File: src/limp_home_pkg.sv
// Constants and carrier types for the limp-home current register slice.
// Assumes an 8-bit register address space driven by the serial port decoder.
package limp_home_pkg;

   // Register offsets
   localparam logic [7:0] OFF_REF_SAMPLE_LOW = 8'h20;
   localparam logic [7:0] OFF_REF_SAMPLE_HIGH = 8'h21;
   localparam logic [7:0] OFF_REF_FILTERED_LOW = 8'h22;
   localparam logic [7:0] OFF_REF_FILTERED_HIGH = 8'h23;
   localparam logic [7:0] OFF_CH1_CURRENT_LOW = 8'h24;
   localparam logic [7:0] OFF_CH1_CURRENT_HIGH = 8'h25;
   localparam logic [7:0] OFF_CH2_CURRENT_LOW = 8'h26;
   localparam logic [7:0] OFF_CH2_CURRENT_HIGH = 8'h27;

   // Field layout of the 10-bit codes split over a low and a high byte
   localparam int CODE_W = 10;
   localparam int LOW_W = 2;
   localparam int HIGH_W = 8;

   // Reset values
   localparam logic [LOW_W-1:0] CURRENT_LOW_RESET = 2'h0;
   localparam logic [HIGH_W-1:0] CURRENT_HIGH_RESET = 8'h00;
   localparam logic [CODE_W-1:0] SAMPLE_RESET = 10'h000;
   localparam logic [7:0] READ_DATA_RESET = 8'h00;
   localparam logic [7:0] UNMAPPED_READ = 8'h00;

   // Converter scale: one count is full scale over 1023 codes
   localparam int REF_FULL_SCALE_UV = 2450000;
   localparam int REF_FULL_SCALE_CODES = 1023;
   localparam int REF_LSB_UV = REF_FULL_SCALE_UV / REF_FULL_SCALE_CODES;

   // Low-pass filter: first-order, weight 1/2**FILT_SHIFT per new sample
   localparam int FILT_SHIFT = 4;
   localparam int FILT_ACC_W = CODE_W + FILT_SHIFT;
   localparam logic [FILT_ACC_W-1:0] FILT_ACC_RESET = 14'h0000;

   // Register port request from the serial decoder
   typedef struct packed {
      logic wr_en;
      logic rd_en;
      logic [7:0] addr;
      logic [7:0] wdata;
   } reg_req_t;

   // Current codes toward the two current-setting converters
   typedef struct packed {
      logic backup_active;
      logic [CODE_W-1:0] ch1_backup_current_code;
      logic [CODE_W-1:0] ch2_backup_current_code;
   } dac_codes_t;

endpackage
File: src/limp_home_current_regs.sv
// Limp-home current register slice: reference-input measurement readback
// and the two channels' backup analog current codes.
// Assumes the serial port decoder and the reference ADC run on clk.
// Reads answer one cycle after the strobe; writes act at the strobe's edge.
`timescale 1ns/1ps

// Notes on behaviour
// - Address 0x21 reads sample bits 9..2 of the reference input, read only.
// - Address 0x20 reads sample bits 1..0, upper bits zero, read only.
// - Reference code is 10 bits, one count equals 2.45 V over 1023.
// - Address 0x22 reads filtered bits 1..0, bits 7..2 zero.
// - Address 0x23 reads filtered bits 9..2.
// - Filtered low bits are captured only when 0x23 is read.
// - Address 0x24 holds channel 1 code bits 1..0, reset zero.
// - Address 0x25 holds channel 1 code bits 9..2, reset zero.
// - Address 0x26 holds channel 2 code bits 1..0, reset zero.
// - Address 0x27 holds channel 2 code bits 9..2, reset zero.
// - Each channel's 10-bit code drives its converter in limp-home mode.
module limp_home_current_regs
   import limp_home_pkg::*;
(
   // Clock and reset
   input wire logic clk,
   input wire logic sys_rst,
   // Register port from the serial decoder
   input wire reg_req_t reg_req,
   output logic [7:0] reg_rdata,
   output logic reg_rvalid,
   // Reference input converter
   input wire logic ref_sample_valid,
   input wire logic [CODE_W-1:0] backup_current_ref_input,
   // Mode and converter codes
   input wire logic limp_home_mode,
   output dac_codes_t dac_codes
);

   // Register map of this slice:
   // 0x20 raw reference bits 1..0, 0x21 raw reference bits 9..2
   // 0x22 filtered bits 1..0 as snapshot, 0x23 filtered bits 9..2
   // 0x24 and 0x25 channel 1 code bits 1..0 and 9..2
   // 0x26 and 0x27 channel 2 code bits 1..0 and 9..2
   // Measurement bytes are read only; the current bytes are read and write.
   // The current bytes reset to zero; reserved bits read zero and drop writes.
   // Unmapped offsets read zero and ignore writes, so a map walk sees clean holes.

   // All slice state in one word: the comb block builds the copy, the flop block keeps it
   typedef struct packed {
      // Channel current bytes
      logic [LOW_W-1:0] ch1_low;
      logic [HIGH_W-1:0] ch1_high;
      logic [LOW_W-1:0] ch2_low;
      logic [HIGH_W-1:0] ch2_high;
      // Reference measurement
      logic [CODE_W-1:0] sample;
      logic [FILT_ACC_W-1:0] filt_acc;
      logic [LOW_W-1:0] filt_low_snap;
      // Read answer and mode
      logic [7:0] rdata;
      logic rvalid;
      logic active;
   } state_t;

   state_t state_reg;
   state_t state_next;

   // Live filter output and the byte a read returns this cycle.
   // Both are combinational and only ever reach the outputs through flops.
   logic [CODE_W-1:0] filtered_ref_value;
   logic [7:0] read_byte;

   // Each channel's 10-bit code as the converter sees it
   logic [CODE_W-1:0] ch1_code;
   logic [CODE_W-1:0] ch2_code;

   // Write strobes, one per writable byte
   logic wr_ch1_low;
   logic wr_ch1_high;
   logic wr_ch2_low;
   logic wr_ch2_high;

   // Read strobes, one per mapped address
   logic rd_sample_low;
   logic rd_sample_high;
   logic rd_filt_low;
   logic rd_filt_high;
   logic rd_ch1_low;
   logic rd_ch1_high;
   logic rd_ch2_low;
   logic rd_ch2_high;

   // Exact address match; neighbouring offsets never alias
   function automatic logic hit(input logic [7:0] addr, input logic [7:0] off);
      hit = (addr == off);
   endfunction

   // A 2-bit field as a full byte, reserved bits reading zero
   function automatic logic [7:0] pad_low(input logic [LOW_W-1:0] bits);
      pad_low = {{(8 - LOW_W){1'b0}}, bits};
   endfunction

   // The writable low bits of a write; the reserved bits never reach a flop
   function automatic logic [LOW_W-1:0] store_low(input logic [7:0] wdata);
      store_low = wdata[LOW_W-1:0];
   endfunction

   // Upper eight bits of a 10-bit code
   function automatic logic [HIGH_W-1:0] code_high(input logic [CODE_W-1:0] code);
      code_high = code[CODE_W-1:LOW_W];
   endfunction

   // Lower two bits of a 10-bit code
   function automatic logic [LOW_W-1:0] code_low(input logic [CODE_W-1:0] code);
      code_low = code[LOW_W-1:0];
   endfunction

   // Rebuild a 10-bit code from its high byte and low bits
   function automatic logic [CODE_W-1:0] join_code(input logic [HIGH_W-1:0] high,
      input logic [LOW_W-1:0] low);
      join_code = {high, low};
   endfunction

   // Filter output: integer part of the accumulator.
   // The fraction bits stay inside and are never shown to the host.
   function automatic logic [CODE_W-1:0] filter_out(input logic [FILT_ACC_W-1:0] acc);
      filter_out = acc[FILT_ACC_W-1:FILT_SHIFT];
   endfunction

   // One first-order filter step toward the new sample.
   // The accumulator carries FILT_SHIFT fraction bits, so a small step still
   // settles fully instead of stalling one count short.
   // Trade-off: a slow response, each sample closes only a fraction of the gap.
   function automatic logic [FILT_ACC_W-1:0] filter_step(input logic [FILT_ACC_W-1:0] acc,
      input logic [CODE_W-1:0] smp);
      logic [FILT_ACC_W-1:0] gain;
      logic [FILT_ACC_W-1:0] loss;
      gain = {{FILT_SHIFT{1'b0}}, smp};
      loss = {{FILT_SHIFT{1'b0}}, filter_out(acc)};
      filter_step = acc + gain - loss;
   endfunction

   // Address decode, shared by the write and read paths.
   // A read and a write in one cycle are decoded independently.
   assign wr_ch1_low = reg_req.wr_en
      && hit(reg_req.addr, OFF_CH1_CURRENT_LOW);
   assign wr_ch1_high = reg_req.wr_en
      && hit(reg_req.addr, OFF_CH1_CURRENT_HIGH);
   assign wr_ch2_low = reg_req.wr_en
      && hit(reg_req.addr, OFF_CH2_CURRENT_LOW);
   assign wr_ch2_high = reg_req.wr_en
      && hit(reg_req.addr, OFF_CH2_CURRENT_HIGH);

   assign rd_sample_low = reg_req.rd_en
      && hit(reg_req.addr, OFF_REF_SAMPLE_LOW);
   assign rd_sample_high = reg_req.rd_en
      && hit(reg_req.addr, OFF_REF_SAMPLE_HIGH);
   assign rd_filt_low = reg_req.rd_en
      && hit(reg_req.addr, OFF_REF_FILTERED_LOW);
   assign rd_filt_high = reg_req.rd_en
      && hit(reg_req.addr, OFF_REF_FILTERED_HIGH);
   assign rd_ch1_low = reg_req.rd_en
      && hit(reg_req.addr, OFF_CH1_CURRENT_LOW);
   assign rd_ch1_high = reg_req.rd_en
      && hit(reg_req.addr, OFF_CH1_CURRENT_HIGH);
   assign rd_ch2_low = reg_req.rd_en
      && hit(reg_req.addr, OFF_CH2_CURRENT_LOW);
   assign rd_ch2_high = reg_req.rd_en
      && hit(reg_req.addr, OFF_CH2_CURRENT_HIGH);

   assign filtered_ref_value = filter_out(state_reg.filt_acc);
   assign ch1_code = join_code(state_reg.ch1_high, state_reg.ch1_low);
   assign ch2_code = join_code(state_reg.ch2_high, state_reg.ch2_low);

   // Read data mux, from registered state only. Unmapped offsets read zero
   // instead of stale data.
   always_comb begin
      read_byte = UNMAPPED_READ;
      // Raw sample, low bits, read live
      if (rd_sample_low) begin
         read_byte = pad_low(code_low(state_reg.sample));
      end

      // Raw sample, high byte, read live
      if (rd_sample_high) begin
         read_byte = code_high(state_reg.sample);
      end

      // Filtered low bits as frozen by the last high-byte read
      if (rd_filt_low) begin
         read_byte = pad_low(state_reg.filt_low_snap);
      end

      // Filtered high byte, fresh on every read
      if (rd_filt_high) begin
         read_byte = code_high(filtered_ref_value);
      end

      // Channel 1 low bits
      if (rd_ch1_low) begin
         read_byte = pad_low(state_reg.ch1_low);
      end

      // Channel 1 high byte
      if (rd_ch1_high) begin
         read_byte = state_reg.ch1_high;
      end

      // Channel 2 low bits
      if (rd_ch2_low) begin
         read_byte = pad_low(state_reg.ch2_low);
      end

      // Channel 2 high byte
      if (rd_ch2_high) begin
         read_byte = state_reg.ch2_high;
      end
   end

   // Next state: start from the held state, then apply this cycle's events
   always_comb begin
      state_next = state_reg;
      state_next.rvalid = 1'b0;

      // Mode is only passed on; the converters choose the backup codes with it
      state_next.active = limp_home_mode;

      // Raw sample capture; the converter already delivers the scaled 10-bit code
      if (ref_sample_valid) begin
         state_next.sample = backup_current_ref_input;
         state_next.filt_acc = filter_step(state_reg.filt_acc, backup_current_ref_input);
      end

      // Writes store only the writable bits of the current bytes.
      // Writes to the measurement bytes or unmapped offsets fall away.
      // Each byte acts at once, with no staging until its partner arrives.
      // Channel 1 low bits
      if (wr_ch1_low) begin
         state_next.ch1_low = store_low(reg_req.wdata);
      end

      // Channel 1 high byte
      if (wr_ch1_high) begin
         state_next.ch1_high = reg_req.wdata;
      end

      // Channel 2 low bits
      if (wr_ch2_low) begin
         state_next.ch2_low = store_low(reg_req.wdata);
      end

      // Channel 2 high byte
      if (wr_ch2_high) begin
         state_next.ch2_high = reg_req.wdata;
      end

      // Reads answer one cycle later. A read and a write of one byte in the same
      // cycle return the old value, because the mux looks at registered state.
      if (reg_req.rd_en) begin
         state_next.rvalid = 1'b1;
         state_next.rdata = read_byte;
      end

      // The low bits freeze with the high byte returned now, so a later low-byte
      // read completes the same snapshot even when the filter has moved on.
      if (rd_filt_high) begin
         state_next.filt_low_snap = code_low(filtered_ref_value);
      end
   end

   // Synchronous reset returns every field to its reset constant
   always_ff @(posedge clk) begin
      if (sys_rst) begin
         // Current bytes
         state_reg.ch1_low <= CURRENT_LOW_RESET;
         state_reg.ch1_high <= CURRENT_HIGH_RESET;
         state_reg.ch2_low <= CURRENT_LOW_RESET;
         state_reg.ch2_high <= CURRENT_HIGH_RESET;
         // Measurement
         state_reg.sample <= SAMPLE_RESET;
         state_reg.filt_acc <= FILT_ACC_RESET;
         state_reg.filt_low_snap <= CURRENT_LOW_RESET;
         // Read answer and mode
         state_reg.rdata <= READ_DATA_RESET;
         state_reg.rvalid <= 1'b0;
         state_reg.active <= 1'b0;
      end else begin
         state_reg <= state_next;
      end
   end

   // Read answer straight from flops
   assign reg_rdata = state_reg.rdata;
   assign reg_rvalid = state_reg.rvalid;

   // Codes follow the registers directly, so a single byte write shows next cycle.
   // Limitation: while the host rewrites both bytes the converter briefly sees a mixed code.
   assign dac_codes.backup_active = state_reg.active;
   assign dac_codes.ch1_backup_current_code = ch1_code;
   assign dac_codes.ch2_backup_current_code = ch2_code;

endmodule

File: config.mk
export PLATFORM = sky130hd
export DESIGN_NAME = limp_home_current_regs
export DESIGN_NICKNAME = d
export VERILOG_FILES = /design/src/limp_home_pkg.sv /design/src/limp_home_current_regs.sv
export SDC_FILE = /design/constraint.sdc
export NUM_CORES = 1
export LEC_CHECK = 0
export ABC_CLOCK_PERIOD_IN_PS = 3550
export BUFFER_PORTS_ARGS = -buffer_cell sky130_fd_sc_hd__buf_4
export CORE_AREA = 2 2 83 85
export DETAILED_ROUTE_END_ITERATION = 7
export DIE_AREA = 0 0 85 87
export PLACE_DENSITY = 0.78
export SLEW_MARGIN = 0
export SYNTH_ARGS = -nofsm -noshare
export SYNTH_HDL_FRONTEND = slang
export SYNTH_SLANG_ARGS = --single-unit
File: constraint.sdc
create_clock -name clk -period 3.55 [get_ports clk]
set_clock_uncertainty 0.05 [all_clocks]
set_input_delay 0.1775 -clock clk [delete_from_list [all_inputs] [get_ports clk]]
set_output_delay 0.1775 -clock clk [all_outputs]
set_load 0.1 [all_outputs]
==> results of run 1 <==
-- per-layer routing --
metal	GRT usage, %	vias to the layer above
met5	0	-
met4	5.92	0
met3	3.60	8
met2	32.5	56
met1	28.2	1340
li1	-	1378
-- stage by stage --
stage	power (W)	hold WS (ps)	utilization, %	worst slack [ps]	std cells
final	0.00281	21.7	59.4	384	509
after global routing	0.00307	30.9	59.4	186	509
after CTS	0.00282	21.4	59.4	372	509
after detailed placement	0.00233	346	57.4	405	502
after global placement	0.00229	343	57.4	485	502
after floorplan	0.00202	256	-	646	408
-- Yosys cell counts (all sizes together), types with 2 or more instances --
cell type / instances / share of area [%]
dfxtp: 56 / 32
nor2: 54 / 5.8
inv: 45 / 4.8
mux2i: 39 / 11
buf: 37 / 7.4
nand2: 26 / 2.9
a21oi: 20 / 2.9
ha: 14 / 5.0
o21ai: 12 / 1.7
clkbuf: 10 / 1.1
fa: 10 / 5.7
nor3: 9 / 1.3
o21a: 8 / 1.7
a221oi: 6 / 1.5
nand2b: 6 / 1.1
nor2b: 6 / 1.1
a211oi: 4 / 0.86
nor3b: 4 / 1.5
xnor2: 4 / 1.0
and3: 3 / 0.54
mux2: 3 / 0.96
o31a: 3 / 0.75
a311oi: 2 / 0.50
a31oi: 2 / 0.36
mux4: 2 / 1.3
nand3b: 2 / 0.43
o22ai: 2 / 0.36
or3: 2 / 0.36
xor2: 2 / 0.50
-- power by group --
group / switching [W] / internal (W)
Clock: 0.000206 / 0.000278
Sequential: 0.0000757 / 0.000702
Combinational: 0.000846 / 0.000706
-- worst max-delay path, stage by stage (launching register included) --
cell and delay [ps]:
dfxtp_1 340, inv_1 60, fa_1 550, inv_1 60
ha_1 300, a211o_1 310, a21oi_1 230, nand4b_1 160
a311oi_1 400, mux2i_1 260, mux2_2 350
-- final cells by class --
cell class                      count  area [um2]
Timing Repair Buffer               61         458
Inverter                           45         169
Fill cell                         575        2670
Multi-Input combinational cell    260        1920
Tap cell                           80         100
Clock buffer                        5        68.8
Clock inverter                      2        60.1
Sequential cell                    56        1120
-- how the worst max path moves through the flow --
stage / slack [ps] / endpoint / cells after the start
after global routing: 190 / filtered_ref_value[9]$_SDFFE_PP0P_ / 10
after global placement: 480 / filtered_ref_value[9]$_SDFFE_PP0P_ / 10
after detailed placement: 400 / filtered_ref_value[9]$_SDFFE_PP0P_ / 10
after CTS: 370 / filtered_ref_value[9]$_SDFFE_PP0P_ / 10
after floorplan: 650 / filtered_ref_value[9]$_SDFFE_PP0P_ / 10
final: 380 / filtered_ref_value[9]$_SDFFE_PP0P_ / 10
-- cell families (layout without fill, tap and decap cells) --
logic type | after synthesis | in the layout
xor+xnor | 6 | 6
simple gates | 119 | 119
mux | 44 | 44
buf+inv | 92 | 113
compound gates | 67 | 67
fa+ha+maj | 24 | 24
flops | 56 | 56
==> reports/metrics.csv, run 1 <==
metric,value,unit
status,"complete, no violations",
cts_setup_buffers,0,
holdPathEnd,dac_codes[20]$_SDFF_PP0_,
cts_root_buf,clkbuf_8,
max_freq,316,MHz
h-tree-depth,2,
cap_violations,0,
startpoint_type,register,
core,6570,um2
vias,2782,
powerDensity,722,nW/um2
wl,7260,um
design_area,3900,um2
antenna_found_initial,0,
hpwl,5480,um
slew_viol_final,0,
grt_pass1_wl,12200,um
ff2ff_setup_slack,380,ps
synth_fa_ha_area_share,10.7,%
largest_reg_flops,21,
gp_congestion,0.839,
firstDrtPassIters,4,
routed.top_layer,met4,
fp.dieW,85,um
wl_per_cell,14.3,um
ys_seq_area_share,32.0,%
hold_buffers,0,
tightest_slew,947,ps
worstSetupPathType,register to register,
path_clk_slew,100,ps
drive_gt1_share,18.4,%
holdPathStages,2,
synth_edf_count,0,
hp-class,input port to register,
final_common_cell,buf_4,
r2r-start,state_reg[13]$_SDFFE_PP0P_,
worstReg2RegEnd,filtered_ref_value[9]$_SDFFE_PP0P_,
hold_viol,0,
cts_buffer_depth,2,
numPortBuffers,61,
synth_xor_area_share,1.50,%
synth-compound-area-share,12.5,%
track_usage,20.3,%
die_height,87,um
cp.required,3710,ps
die-area,7400,um2
ios,62,
hp-start,limp_home_mode,
syn_nets,464,
setup_violations,0,
synth_top_family_by_area,simple AND/OR/NAND/NOR gates,
rows,30,
rsz0062_at_grt,false,
cts_resized,0,
initial_core_util,53.4,%
drt_iter0_markers,147,
final_cell_mix,"61 x buf_4, 56 x dfxtp_1, 54 x nor2_1, 45 x inv_1, 39 x mux2i_1",
synth-seq-cells,56,
drc,0,
yosys.area_share.simple,16.7,%
synth_area,3510,um2
startpoint,state_reg[13]$_SDFFE_PP0P_,
grt_overflow,0,
cts_sinks,56,
wl_met1,3360,um
ys_types,50,
ant_nets,0,
setup_tns,0,ps
routed-wl-met2,3490,um
slew_headroom,36.6,%
cts_buffers,5,
peakVddDrop,0.000407,V
timing.final.crit_share,89.2,%
ys.flop_type,dfxtp_1,
grt_max_degree,62,
async_flop_share,0,%
syn_area_per_cell,8.60,um2
antenna_cells,0,
cp.arrival,3330,ps
yosys_warnings,0,
crit_path_end_kind,register,
netlist_instances,408,
cp_max_fo,3,
min_period,3170,ps
grt_pass1_vias,2641,
dpl_cell_area,3770,um2
yosys-mux-area-fraction,13.4,%
cts_tree,built,
met3_length,286,um
vias_per_cell,5.47,
ff2ff_path_depth,10,
leakage,1.73,nW
area_growth,11.1,%
clkLatencyLatePin,310,ps
nets,485,
No activity file was read; power rests on OpenSTA's default activity.
==> run 2, diff against run 1 <==
--- a/config.mk
+++ b/config.mk
@@ -10,6 +10,7 @@
 export CORE_AREA = 2 2 83 85
 export DETAILED_ROUTE_END_ITERATION = 7
 export DIE_AREA = 0 0 85 87
+export GPL_TIMING_DRIVEN = 0
 export PLACE_DENSITY = 0.78
 export SLEW_MARGIN = 0
 export SYNTH_ARGS = -nofsm -noshare
==> run 2 against run 1 <==
Against the previous run:
- core utilization is 4.0 points higher
- worst hold slack better by 11 ps
- count of clock-buffer cells in the layout stayed put
- first-iteration DRC count is 7.5% higher
- power is 2.1% lower
- clock power is 13% lower
- global-route usage is 1.1 points higher
- sequential share of layout area is 1.8 points lower
- combinational power hardly changed
- sequential power hardly changed
- maximum frequency is 2.6% lower
==> reports/metrics.csv, run 2 (synthesis results as in run 1) <==
metric,value,unit,change
nets,530,,+9.3%
wl,7970,um,+9.7%
firstDrtPassIters,4,,unchanged
setup_tns,0,ps,unchanged
fp.dieW,85,um,unchanged
rows,30,,unchanged
cts_buffer_depth,2,,unchanged
initial_core_util,53.4,%,unchanged
die-area,7400,um2,unchanged
drt_iter0_markers,158,,+7.5%
h-tree-depth,2,,unchanged
min_period,3250,ps,+84.3 ps
vias_per_cell,5.29,,-3.1%
final_cell_mix,"88 x buf_4, 56 x dfxtp_1, 54 x nor2_1, 45 x inv_1, 39 x mux2i_1",,
vias,2938,,+5.6%
max_freq,308,MHz,-2.6%
hold_viol,0,,unchanged
peakVddDrop,0.000467,V,+15%
cts_buffers,5,,unchanged
grt_pass1_vias,2665,,+0.91%
drive_gt1_share,23.4,%,+5.0 points
path_clk_slew,100,ps,about the same
startpoint_type,register,,
powerDensity,662,nW/um2,-8.3%
cts_setup_buffers,0,,unchanged
cp.arrival,3400,ps,+70 ps
grtUsageMet1,29.6,%,+1.4 points
rsz0062_at_grt,false,,
numPortBuffers,59,,-3.3%
busiest_layer,met2,,
largest_reg_flops,21,,unchanged
track_usage,21.4,%,+1.1 points
setup_violations,0,,unchanged
antenna_cells,0,,unchanged
leakage,1.91,nW,+10%
hold_buffers,0,,unchanged
cts_resized,0,,unchanged
gp_congestion,0.871,,+3.8%
clkLatencyLatePin,310,ps,about the same
finalPower,0.00276,W,-2.1%
cts_root_buf,clkbuf_8,,
cts_sinks,56,,unchanged
timing.final.crit_share,91.6,%,+2.4 points
cap_violations,0,,unchanged
status,"complete, no violations",,
cts_tree,built,,
fin_util,63.4,%,+4.0 points
core,6570,um2,unchanged
worstSetupPathType,register to register,,
cp.required,3700,ps,about the same
hpwl,6270,um,+14%
antenna_found_initial,0,,unchanged
final_common_cell,buf_4,,
use_met2,35.6,%,+3.1 points
grt_max_degree,18,,-71%
design_area,4160,um2,+6.8%
ios,62,,unchanged
drc,0,,unchanged
wl_per_cell,14.4,um,+0.62%
dpl_cell_area,4050,um2,+7.5%
ant_nets,0,,unchanged
grt_overflow,0,,unchanged
die_height,87,um,unchanged
area_growth,18.7,%,
slew_viol_final,0,,unchanged
hp-class,input port to register,,
slew_headroom,47.4,%,+11 points
crit_path_end_kind,register,,
use_met3,3.13,%,-0.47 points
grt_pass1_wl,12600,um,+3.7%
cp_max_fo,3,,unchanged
tightest_slew,789,ps,-158 ps
## run 2: changes by cell type in the layout (fill, tap and decap cells not counted), sizes merged
| cell | before | now |
|---|---|---|
| clkinv | 0 | 1 |
| buf | 61 | 96 |
| clkinvlp | 0 | 1 |
| clkbuf | 5 | 15 |
| bufinv | 2 | 1 |
## run 2: metrics by stage
stage | worst slack [ps] | instances | hold WS (ps)
2_1_floorplan | 646 | 408 | 256
3_3_place_gp | 361 | 547 | 344
3_5_place_dp | 332 | 547 | 351
4_1_cts | 310 | 555 | 32.3
5_1_grt | 187 | 555 | 24.1
6_report | 300 | 555 | 32.7
## run 2: final timing paths
kind | to | slack, ps | start | cells after the start
setup / recovery | filtered_ref_value[9]$_SDFFE_PP0P_ | 300 | state_reg[13]$_SDFFE_PP0P_ | 10
hold / removal | dac_codes[20]$_SDFF_PP0_ | 30 | limp_home_mode | 2
setup reg to reg | filtered_ref_value[9]$_SDFFE_PP0P_ | 300 | state_reg[13]$_SDFFE_PP0P_ | 10
hold reg to reg | dac_codes[4]$_SDFFE_PP0P_ | 430 | dac_codes[4]$_SDFFE_PP0P_ | 2
## run 2: worst max-delay path, stage by stage, from the launching register on
cell and delay (ps):
dfxtp_1 350, inv_1 60, fa_1 560, inv_1 60, ha_1 300, a211o_1 320, a21oi_1 260, nand4b_1 190
a311oi_1 420, mux2i_1 240, mux2_2 350
## run 2: layout make-up
| type | instances | area, um2 |
|---|---|---|
| repair buffers | 59 | 443 |
| clock inverters | 3 | 42.5 |
| clock buffers | 5 | 68.8 |
| multi-input cells | 260 | 1920 |
| plain buffers | 47 | 297 |
| inverters | 45 | 169 |
| flip-flops and latches | 56 | 1120 |
| well taps | 80 | 100 |
| fillers | 560 | 2410 |
## run 2: power by group
group | total, W | switching, W | internal [W]
Combinational | 0.00155 | 0.000840 | 0.000715
Sequential | 0.000781 | 0.0000792 | 0.000702
Clock | 0.000420 | 0.000211 | 0.000209
## run 2: per-layer routing
metal	vias up	part of all wire [%]
li1	1470	-
met1	1372	46
met2	87	47
met3	9	5.0
met4	0	0.99
met5	-	0
